--- src/shared/ptc_pkg.sv ---
// Summary of operation
// RL1: three-bit select picks counter clock source
// RL2: enable rise zeroes counter, fall holds it
// RL3: counter idle while enable bit is low
// RL4: enable rise loads initial output level
// RL5: two-bit field selects operating mode
// RL6: software stops timer before changing mode
// RL7: timer/counter mode ignores output level controls
// RL8: compare match A drives pin per function
// RL9: pwm mode pin function picks waveform
// RL10: capture clear 00 latches into compare A
// RL11: nonzero capture clear routes edges A/B
// RL12: software picks match level unlike initial
// RL13: pwm pin function changed only while off
// RL14: initial level bit sets level or polarity
// RL15: invert bit inverts output, not timer mode
// RL16: capture source bit picks trigger pin
// RL17: clear select picks match A or P
// RL18: capture clear select adds trigger edge clears
// RL19: flag shows edge of last latch
// RL20: counter readable as low and high byte
// RL21: compare A low byte, resets zero
// RL22: pause bit freezes counter while powered
// RL23: two comparators watch counter continuously
// RL24: counter increments per tick, wraps at 1023
package ptc_pkg;

    // register byte addresses on the apb bus
    localparam logic [7:0] ADDR_CLOCK_ENABLE_CTRL = 8'h00;
    localparam logic [7:0] ADDR_MODE_OUTPUT_CTRL = 8'h04;
    localparam logic [7:0] ADDR_CAPTURE_CLEAR_EDGE_CTRL = 8'h08;
    localparam logic [7:0] ADDR_COUNTER_LOW = 8'h0C;
    localparam logic [7:0] ADDR_COUNTER_HIGH = 8'h10;
    localparam logic [7:0] ADDR_COMPARE_A_LOW = 8'h14;
    localparam logic [7:0] ADDR_COMPARE_A_HIGH = 8'h18;
    localparam logic [7:0] ADDR_COMPARE_B_LOW = 8'h1C;
    localparam logic [7:0] ADDR_COMPARE_B_HIGH = 8'h20;
    localparam logic [7:0] ADDR_PERIOD_LOW = 8'h24;
    localparam logic [7:0] ADDR_PERIOD_HIGH = 8'h28;
    localparam logic [7:0] ADDR_INPUT_SOURCE_SELECT = 8'h2C;

    // field positions inside the control bytes
    localparam int POS_PAUSE = 7;
    localparam int POS_CLOCK_SELECT = 4;
    localparam int POS_ENABLE = 3;
    localparam int POS_MODE = 6;
    localparam int POS_PIN_FUNCTION = 4;
    localparam int POS_INITIAL_LEVEL = 3;
    localparam int POS_INVERT = 2;
    localparam int POS_CAPTURE_SOURCE = 1;
    localparam int POS_CLEAR_SELECT = 0;
    localparam int POS_CAPTURE_CLEAR = 1;
    localparam int POS_EDGE_FLAG = 0;

    // reset values and counts
    localparam logic [9:0] COUNTER_RESET = 10'h000;
    localparam logic [9:0] COUNTER_MAX = 10'h3FF;
    localparam logic [1:0] DIV4_LAST = 2'h3;
    localparam logic [5:0] DIV16_LAST = 6'h0F;
    localparam logic [5:0] DIV64_LAST = 6'h3F;
    localparam logic [7:0] SUB_DIV_LAST = 8'hF9;

    typedef enum logic [2:0] {
        CLK_SYS_DIV4 = 3'b000,
        CLK_SYS = 3'b001,
        CLK_HIGH_DIV16 = 3'b010,
        CLK_HIGH_DIV64 = 3'b011,
        CLK_SUB_A = 3'b100,
        CLK_SUB_B = 3'b101,
        CLK_EXT_RISE = 3'b110,
        CLK_EXT_FALL = 3'b111
    } ptc_clock_select_t;

    typedef enum logic [1:0] {
        MODE_COMPARE = 2'b00,
        MODE_CAPTURE = 2'b01,
        MODE_PWM = 2'b10,
        MODE_TIMER = 2'b11
    } ptc_mode_t;

    typedef struct packed {
        logic counter_pause;
        ptc_clock_select_t timer_clock_select;
        logic timer_enable;
    } ptc_ctrl0_t;

    typedef struct packed {
        ptc_mode_t op_mode_select;
        logic [1:0] pin_function_select;
        logic output_initial_level;
        logic output_invert;
        logic capture_source_select;
        logic counter_clear_select;
    } ptc_ctrl1_t;

    typedef struct packed {
        logic [1:0] capture_clear_select;
        logic latch_edge_flag;
    } ptc_ctrl2_t;

    typedef struct packed {
        logic [7:0] prdata;
        logic pready;
        logic pslverr;
    } ptc_apb_resp_t;

endpackage : ptc_pkg

--- src/design/ptc_timer.sv ---
module ptc_timer
    import ptc_pkg::*;
(
    input wire logic pclk,
    input wire logic presetn,
    input wire logic psel,
    input wire logic penable,
    input wire logic pwrite,
    input wire logic [7:0] paddr,
    input wire logic [31:0] pwdata,
    output logic [31:0] prdata,
    output logic pready,
    output logic pslverr,
    input wire logic ext_clock_pin,
    input wire logic capture_input_pin,
    input wire logic line_comparator_out,
    output logic timer_output_pin,
    output logic timer_output_oe
);

    ////////////////////////////////////////////////////////////////////////////
    // state of the whole block

    typedef struct packed {
        ptc_ctrl0_t ctrl0;
        ptc_ctrl1_t ctrl1;
        ptc_ctrl2_t ctrl2;
        logic [9:0] counter;
        logic [9:0] compare_a_value;
        logic [9:0] compare_b_value;
        logic [9:0] period_value;
        logic input_source_select_reg;
        logic enable_prev;
        logic [1:0] div4;
        logic [5:0] div_high;
        logic [7:0] div_sub;
        logic ext_prev;
        logic trig_prev;
        logic out_level;
        logic pin;
        logic pin_oe;
        ptc_apb_resp_t resp;
    } ptc_state_t;

    ptc_state_t state;
    ptc_state_t next_state;

    // low byte of a ten-bit value
    function automatic logic [7:0] lo_byte(input logic [9:0] value);
        lo_byte = value[7:0];
    endfunction : lo_byte

    // high byte of a ten-bit value, upper bits zero
    function automatic logic [7:0] hi_byte(input logic [9:0] value);
        hi_byte = {6'h00, value[9:8]};
    endfunction : hi_byte

    ////////////////////////////////////////////////////////////////////////////
    // combinational next state

    logic tick;
    logic ext_rise;
    logic ext_fall;
    logic trig;
    logic trig_rise;
    logic trig_fall;
    logic enable_rise;
    logic match_a;
    logic match_p;
    logic clear_counter;
    logic cap_to_a;
    logic cap_to_b;
    logic pwm_active;
    logic [9:0] limit;
    logic [7:0] rd;
    logic rd_ok;
    logic wr;

    always_comb begin
        next_state = state;

        // clock dividers run freely, each gives a one-cycle tick
        next_state.div4 = state.div4 + 2'h1;
        next_state.div_high = state.div_high + 6'h01;
        next_state.div_sub = (state.div_sub == SUB_DIV_LAST) ? 8'h00 : state.div_sub + 8'h01;
        next_state.ext_prev = ext_clock_pin;
        ext_rise = ext_clock_pin && !state.ext_prev;
        ext_fall = !ext_clock_pin && state.ext_prev;

        // counter clock source
        unique case (state.ctrl0.timer_clock_select) // see RL1
            CLK_SYS_DIV4: tick = (state.div4 == DIV4_LAST);
            CLK_SYS: tick = 1'b1;
            CLK_HIGH_DIV16: tick = (state.div_high[3:0] == DIV16_LAST[3:0]);
            CLK_HIGH_DIV64: tick = (state.div_high == DIV64_LAST);
            CLK_SUB_A, CLK_SUB_B: tick = (state.div_sub == SUB_DIV_LAST);
            CLK_EXT_RISE: tick = ext_rise;
            CLK_EXT_FALL: tick = ext_fall;
        endcase

        // capture trigger source and its edges
        if (state.ctrl1.capture_source_select) begin // see RL16
            trig = ext_clock_pin;
        end else if (state.input_source_select_reg) begin
            trig = line_comparator_out;
        end else begin
            trig = capture_input_pin;
        end
        next_state.trig_prev = trig;
        trig_rise = trig && !state.trig_prev;
        trig_fall = !trig && state.trig_prev;

        next_state.enable_prev = state.ctrl0.timer_enable;
        enable_rise = state.ctrl0.timer_enable && !state.enable_prev;

        // comparators on the full counter value
        match_a = (state.counter == state.compare_a_value); // see RL23
        match_p = (state.counter == state.period_value); // see RL23
        limit = (state.period_value == COUNTER_RESET) ? COUNTER_MAX : state.period_value;

        // clear condition for the counter
        clear_counter = 1'b0;
        unique case (state.ctrl1.op_mode_select) // see RL5
            MODE_COMPARE, MODE_TIMER: begin
                if (state.ctrl1.counter_clear_select) begin // see RL17
                    clear_counter = match_a;
                end else begin
                    clear_counter = (state.counter == limit); // see RL17
                end
            end
            MODE_CAPTURE, MODE_PWM: begin
                clear_counter = (state.counter == limit);
            end
        endcase

        // counting, pause and wrap
        if (enable_rise) begin
            next_state.counter = COUNTER_RESET; // see RL2
        end else if (state.ctrl0.timer_enable && !state.ctrl0.counter_pause && tick) begin
            if (clear_counter || state.counter == COUNTER_MAX) begin
                next_state.counter = COUNTER_RESET; // see RL24
            end else begin
                next_state.counter = state.counter + 10'h001; // see RL24
            end
        end // idle when disabled or paused, see RL3 and RL22

        // capture routing and trigger-edge clears
        cap_to_a = 1'b0;
        cap_to_b = 1'b0;
        if (state.ctrl1.op_mode_select == MODE_CAPTURE && state.ctrl0.timer_enable) begin
            if (state.ctrl2.capture_clear_select == 2'h0) begin
                unique case (state.ctrl1.pin_function_select) // see RL10
                    2'h0: cap_to_a = trig_rise;
                    2'h1: cap_to_a = trig_fall;
                    2'h2: cap_to_a = trig_rise || trig_fall;
                    2'h3: cap_to_a = 1'b0;
                endcase
            end else begin
                unique case (state.ctrl1.pin_function_select) // see RL11
                    2'h0: cap_to_b = trig_rise;
                    2'h1: cap_to_a = trig_fall;
                    2'h2: begin
                        cap_to_a = trig_fall;
                        cap_to_b = trig_rise;
                    end
                    2'h3: cap_to_a = 1'b0;
                endcase
            end
            if (cap_to_a) begin
                next_state.compare_a_value = state.counter;
            end
            if (cap_to_b) begin
                next_state.compare_b_value = state.counter;
            end
            if (cap_to_a || cap_to_b) begin
                next_state.ctrl2.latch_edge_flag = trig_rise; // see RL19
            end
            unique case (state.ctrl2.capture_clear_select) // see RL18
                2'h0: ;
                2'h1: if (trig_rise) next_state.counter = COUNTER_RESET;
                2'h2: if (trig_fall) next_state.counter = COUNTER_RESET;
                2'h3: if (trig_rise || trig_fall) next_state.counter = COUNTER_RESET;
            endcase
        end

        // output level before inversion
        pwm_active = (state.counter < state.compare_a_value)
            || (state.compare_a_value >= limit);
        if (enable_rise) begin
            next_state.out_level = state.ctrl1.output_initial_level; // see RL4 and RL14
        end else begin
            unique case (state.ctrl1.op_mode_select)
                MODE_COMPARE: begin
                    if (state.ctrl0.timer_enable && tick && match_a
                        && state.compare_a_value != COUNTER_RESET) begin
                        unique case (state.ctrl1.pin_function_select) // see RL8
                            2'h0: next_state.out_level = state.out_level;
                            2'h1: next_state.out_level = 1'b0;
                            2'h2: next_state.out_level = 1'b1;
                            2'h3: next_state.out_level = !state.out_level;
                        endcase
                    end
                end
                MODE_PWM: begin
                    unique case (state.ctrl1.pin_function_select) // see RL9
                        2'h0: next_state.out_level = !state.ctrl1.output_initial_level;
                        2'h1: next_state.out_level = state.ctrl1.output_initial_level;
                        2'h2: next_state.out_level = state.ctrl0.timer_enable && pwm_active
                            ? state.ctrl1.output_initial_level
                            : !state.ctrl1.output_initial_level; // see RL14
                        2'h3: next_state.out_level = state.ctrl0.timer_enable
                            ? state.ctrl1.output_initial_level
                            : !state.ctrl1.output_initial_level;
                    endcase
                end
                MODE_CAPTURE, MODE_TIMER: next_state.out_level = state.out_level;
            endcase
        end

        // single pulse ends on match a by clearing the enable bit
        if (state.ctrl1.op_mode_select == MODE_PWM && state.ctrl1.pin_function_select == 2'h3
            && state.ctrl0.timer_enable && tick && match_a) begin
            next_state.ctrl0.timer_enable = 1'b0;
        end

        // pin drive: released in timer/counter mode
        if (state.ctrl1.op_mode_select == MODE_TIMER) begin
            next_state.pin = 1'b0; // see RL7
            next_state.pin_oe = 1'b0; // see RL7
        end else begin
            next_state.pin = next_state.out_level ^ state.ctrl1.output_invert; // see RL15
            next_state.pin_oe = (state.ctrl1.op_mode_select != MODE_CAPTURE);
        end

        // apb read decode
        rd_ok = 1'b1;
        unique case (paddr)
            ADDR_CLOCK_ENABLE_CTRL: rd = {state.ctrl0, 3'h0};
            ADDR_MODE_OUTPUT_CTRL: rd = state.ctrl1;
            ADDR_CAPTURE_CLEAR_EDGE_CTRL: rd = {5'h00, state.ctrl2};
            ADDR_COUNTER_LOW: rd = lo_byte(state.counter); // see RL20
            ADDR_COUNTER_HIGH: rd = hi_byte(state.counter); // see RL20
            ADDR_COMPARE_A_LOW: rd = lo_byte(state.compare_a_value); // see RL21
            ADDR_COMPARE_A_HIGH: rd = hi_byte(state.compare_a_value);
            ADDR_COMPARE_B_LOW: rd = lo_byte(state.compare_b_value);
            ADDR_COMPARE_B_HIGH: rd = hi_byte(state.compare_b_value);
            ADDR_PERIOD_LOW: rd = lo_byte(state.period_value);
            ADDR_PERIOD_HIGH: rd = hi_byte(state.period_value);
            ADDR_INPUT_SOURCE_SELECT: rd = {7'h00, state.input_source_select_reg};
            default: begin
                rd = 8'h00;
                rd_ok = 1'b0;
            end
        endcase

        // answer is prepared in the setup cycle, ready in the first access cycle
        next_state.resp.pready = psel && !penable;
        next_state.resp.prdata = (psel && !penable && !pwrite) ? rd : 8'h00;
        next_state.resp.pslverr = psel && !penable && !rd_ok;

        // apb write at the completing access edge; software write wins over hardware
        wr = psel && penable && state.resp.pready && pwrite && rd_ok;
        if (wr) begin
            unique case (paddr)
                ADDR_CLOCK_ENABLE_CTRL: begin
                    next_state.ctrl0.counter_pause = pwdata[POS_PAUSE];
                    next_state.ctrl0.timer_clock_select =
                        ptc_clock_select_t'(pwdata[POS_CLOCK_SELECT +: 3]);
                    next_state.ctrl0.timer_enable = pwdata[POS_ENABLE];
                end
                ADDR_MODE_OUTPUT_CTRL: begin
                    next_state.ctrl1.op_mode_select = ptc_mode_t'(pwdata[POS_MODE +: 2]);
                    next_state.ctrl1.pin_function_select = pwdata[POS_PIN_FUNCTION +: 2];
                    next_state.ctrl1.output_initial_level = pwdata[POS_INITIAL_LEVEL];
                    next_state.ctrl1.output_invert = pwdata[POS_INVERT];
                    next_state.ctrl1.capture_source_select = pwdata[POS_CAPTURE_SOURCE];
                    next_state.ctrl1.counter_clear_select = pwdata[POS_CLEAR_SELECT];
                end
                ADDR_CAPTURE_CLEAR_EDGE_CTRL: begin
                    next_state.ctrl2.capture_clear_select = pwdata[POS_CAPTURE_CLEAR +: 2];
                end
                ADDR_COMPARE_A_LOW: next_state.compare_a_value[7:0] = pwdata[7:0]; // see RL21
                ADDR_COMPARE_A_HIGH: next_state.compare_a_value[9:8] = pwdata[1:0];
                ADDR_COMPARE_B_LOW: next_state.compare_b_value[7:0] = pwdata[7:0];
                ADDR_COMPARE_B_HIGH: next_state.compare_b_value[9:8] = pwdata[1:0];
                ADDR_PERIOD_LOW: next_state.period_value[7:0] = pwdata[7:0];
                ADDR_PERIOD_HIGH: next_state.period_value[9:8] = pwdata[1:0];
                ADDR_INPUT_SOURCE_SELECT: next_state.input_source_select_reg = pwdata[0];
                default: ;
            endcase
        end
    end

    ////////////////////////////////////////////////////////////////////////////
    // state register

    always_ff @(posedge pclk or negedge presetn) begin
        if (!presetn) begin
            state <= '0;
        end else begin
            state <= next_state;
        end
    end

    // outputs straight from flip-flops
    assign prdata = {24'h000000, state.resp.prdata};
    assign pready = state.resp.pready;
    assign pslverr = state.resp.pslverr;
    assign timer_output_pin = state.pin;
    assign timer_output_oe = state.pin_oe;

endmodule : ptc_timer

--- config.mk ---
export PLATFORM = sky130hd
export DESIGN_NAME = ptc_timer
export DESIGN_NICKNAME = d
export VERILOG_FILES = /design/src/shared/ptc_pkg.sv /design/src/design/ptc_timer.sv
export SDC_FILE = /design/constraint.sdc
export NUM_CORES = 1
export LEC_CHECK = 0
export CAP_MARGIN = 20
export CORE_MARGIN = 2
export CORE_UTILIZATION = 45
export CTS_CLUSTER_DIAMETER = 30
export DETAILED_ROUTE_END_ITERATION = 16
export DONT_BUFFER_PORTS = 1
export PLACE_DENSITY_LB_ADDON = 0.08
export SLEW_MARGIN = 20
export SYNTH_ARGS = -nofsm -noshare
export SYNTH_HDL_FRONTEND = slang
export SYNTH_SLANG_ARGS = --single-unit
--- constraint.sdc ---
create_clock -name pclk -period 6.9 [get_ports pclk]
set_input_delay 1.38 -clock pclk [delete_from_list [all_inputs] [get_ports pclk]]
set_output_delay 1.38 -clock pclk [all_outputs]
set_load 0.02 [all_outputs]
* Word level (Yosys, flattened, before mapping)
Cells that the tools add are included.
Widths: inputs -> output; s select.
** Word-level totals
- Input bits :: 48
- Output and inout port bits :: 36
- Word-level logic and storage cells :: 178
- Register bits :: 89
** Cells by class
- Bitwise gates (word level) :: 1
- $lt $le $gt $ge :: 2
- Reductions and logical operators :: 59
- Muxes and demuxes :: 48
- Equal/unequal tests :: 35
- $add $sub $neg :: 4
** Operators with widths (number)
- $pmux 8 s12 :: 1
- $mux 10 :: 9
- $mux 8 :: 6
- $eq 8x5->1 const B :: 4
- $eq 8x6->1 const B :: 4
- $mux 31 :: 1
- $mux 30 :: 1
- $pmux 10 s3 :: 1
- $logic_and 1x1->1 :: 23
- $eq 10x10->1 :: 2
- $mux 1 :: 17
- $eq 8x4->1 const B :: 2
- $eq 2x2->1 const B :: 7
- $reduce_and 2->1 :: 7
- $eq 3x3->1 const B :: 4
- $pmux 1 s4 :: 3
- $reduce_or 12->1 :: 1
- $reduce_or 2->1 :: 6
- $logic_not 1->1 :: 11
- $mux 11 :: 1
- $add 10x1->10 const B :: 1
- $eq 10x10->1 const B :: 1
- $ge 10x10->1 :: 1
- $logic_not 10->1 :: 1
- 22 further kinds :: 34

* Logic depth before layout (Yosys ltp)
- Depth after elaboration :: 14
- Mapped depth :: 14
- Depth with buffers taken out :: 11

* Worst setup path before layout
No wires, ideal clock.
- Path kind :: in2reg
- Start :: in line_comparator_out
- End :: reg state[59] (netlist name)
- Slack :: 3590 ps
- Arrival :: 3174 ps
- Data required time :: 6764 ps
- Stages :: 12
- Library setup time :: 136 ps
- Buffers on the path :: 1
- Cell sequence :: mux2i_1 -> o21a_1 -> inv_1 -> ha_1 -> inv_1 -> a22oi_1 -> o21ai_0 -> a21oi_1 -> nor2_1 -> clkbuf_1 -> mux2i_1 -> o21ai_0
** RTL lines
- start: declaration :: line ptc_timer.sv:16 : input wire logic line_comparator_out,
- end signal: assignment :: line ptc_timer.sv:301 : state <= next_state;
- end: declaration :: line ptc_timer.sv:45 : ptc_state_t state;

==> flow_summary.ini <==
[floorplanning]
die_area_um2 = 13600
initial_core_util_pct = 45.6
io_pins = 84
dieHeight_um = 116
fp-row-count = 41
die_x_um = 116
core_um2 = 12500

[finish]
area_delta_synth_final_pct = 5.52
instances_no_fill = 758
postLayoutCellArea_um2 = 6000
seq_area_um2 = 2230
fin_util_pct = 48.2
final_nets = 665
antenna_cells = 0
layout-drive-gt1-share_pct = 11.1
multi_input_area_um2 = 3100
fill_cells = 1199

[yosys]
yosysUniqueCellTypes = 63
ys_warn_count = 0
async_flop_share_pct = 100
yosysMostFrequentCell = dfrtp_1
synth_area_um2 = 5690
avgSynthCellArea_um2 = 9.48
seq_area_frac_synth_pct = 39.1
synth.area.top_cells = dfrtp_1 (39%), ha_1 (7.9%), mux2_2 (4.7%)
synth_seq_cells = 89
postSynthCellCount = 600
yosys.area.top_type = dfrtp_1
synth_edf_count = 0
synthFlopType = dfrtp_1
synth_top_area_share_pct = 39.1
synth_top_cells_by_count = dfrtp_1 (89), nor2_1 (51), nand2_1 (50)

[worst_setup_path]
start_kind = flip-flop
timing_worst_setup_path_type = reg -> reg
r2r_setup_slack_ns = 3.06
critPathRequiredTime_ns = 7.14
arrival_ns = 4.08
endpoint_kind = flip-flop
critPathMaxFanout = 15

[hold_path]
hp-class = reg -> reg

[placement]
place_inst = 742
dpl.hpwl_um = 10600
place_ws_ns = 3.04
gp_congestion = 0.863
dpl_cell_area_um2 = 5670
numPortBuffers = 0

[timing]
rsz0062_at_grt = false
fin_crit_sh_pct = 55.7
fin_hold_ws_ns = 0.428
post-route-min-period_ns = 3.84
drv_slew = 0
finClkSkew_ns = 0.00639
fmax_ghz = 0.260
hold_violations = 0
finalSetupViolations = 0
tightest_slew_ns = 0.895
slew-limit-headroom_pct = 39.7
setup_slack_ns = 3.06
fin_tns_setup_ns = 0

[grt]
grt_pass1_wl_um = 23800
antenna_found_initial = 0
grt.total_usage_pct = 23.5
grt_pass1_vias = 4230
grt.overflow.total = 0
grt_max_degree = 90

[drt]
first_iter_violations = 319
final_antenna_net_count = 0
routed_via_density = 5.75
wirelength_um = 14800
dr_total_vias = 4355
drc = 0
dr.pass1.iters = 5
wire_per_inst_um = 19.5

[power_and_ir_drop]
ir_drop_uv = 104
power_density_nw_per_um2 = 182
finalPower_mw = 1.09
p_leak_nw = 2.63

[cts]
clock_latency_ns = 0.35
postCtsHoldBufs = 0
numCtsBuffers = 9
cts_tree = done
cts_post_setup_buffers_inserted = 0
cts_buffer_depth = 2
cts_root_buffer = clkbuf_16
clk_pin_slew_ns = 0.07
cts_resized = 0
cts_sinks = 89
h-tree-depth = 3

[run]
maxCapViolations = 0

[outcome]
status = finished clean
==> placed cells by master (no fill, tap or decap), drive strengths merged, types with 10 or more instances in the layout <==
cell / n
dfrtp: 89
nor2: 57
nand2: 50
ha: 36
a21oi: 35
inv: 30
mux2i: 26
o21ai: 26
mux2: 25
conb: 24
nand3: 22
nand4: 15
a22oi: 13
xnor2: 10
==> layer usage <==
layer / GRT usage [%] / vias up / routed length (um)
met5: 0 / - / 0
met4: 9.44 / 0 / 389
met3: 4.41 / 25 / 707
met2: 36.6 / 122 / 6790
met1: 32.4 / 2138 / 6910
li1: - / 2070 / -
==> registers in the layout, summed over array words and instances, names as in the netlist <==
register,flops
next_state,1
prdata,8
pslverr,1
state,76
timer_output_pin,1
timer_output_oe,1
pready,1
==> power by group <==
part           internal, mW  switching, mW
combinational       0.00521         0.0189
clock                 0.322          0.223
sequential            0.523        0.00160
total                 0.850          0.244
==> final timing paths <==
kind	cells past startpoint	from	end
max	11	state[33]	timer_output_pin
min	1	state[29]	state[29]
max reg2reg	11	state[33]	timer_output_pin
min reg2reg	1	state[29]	state[29]
max in group asynchronous	0	presetn	state[63]
min in group asynchronous	0	presetn	state[13]
==> worst max-delay path, cell delays in order (launching register included) <==
cell and delay, ns:
dfrtp_1 0.48, nor4_4 0.44, and3_1 0.58, or2_2 0.21, ha_1 0.21, nand2b_1 0.14
a21oi_1 0.15, nor3_1 0.06, nor4_1 0.58, mux2i_1 0.16, a311oi_1 0.35, mux2_2 0.37
==> logic make-up after synthesis <==
group	Yosys count	share of synthesized area, %
buf+inv	85	8.16
compound gates	118	13.9
mux	51	9.59
flops	89	39.1
other cells	1	0.0659
simple gates	203	18.6
xor+xnor	17	2.62
fa+ha+maj	36	7.92
==> final cells by class <==
class	instances	share of cell area, %
Multi-Input combinational cell	449	51.6
Clock inverter	7	1.69
Sequential cell	89	37.1
Tap cell	172	3.58
Inverter	27	1.69
Timing Repair Buffer	5	0.625
Clock buffer	9	3.75
(Power assumes the default switching activity.)
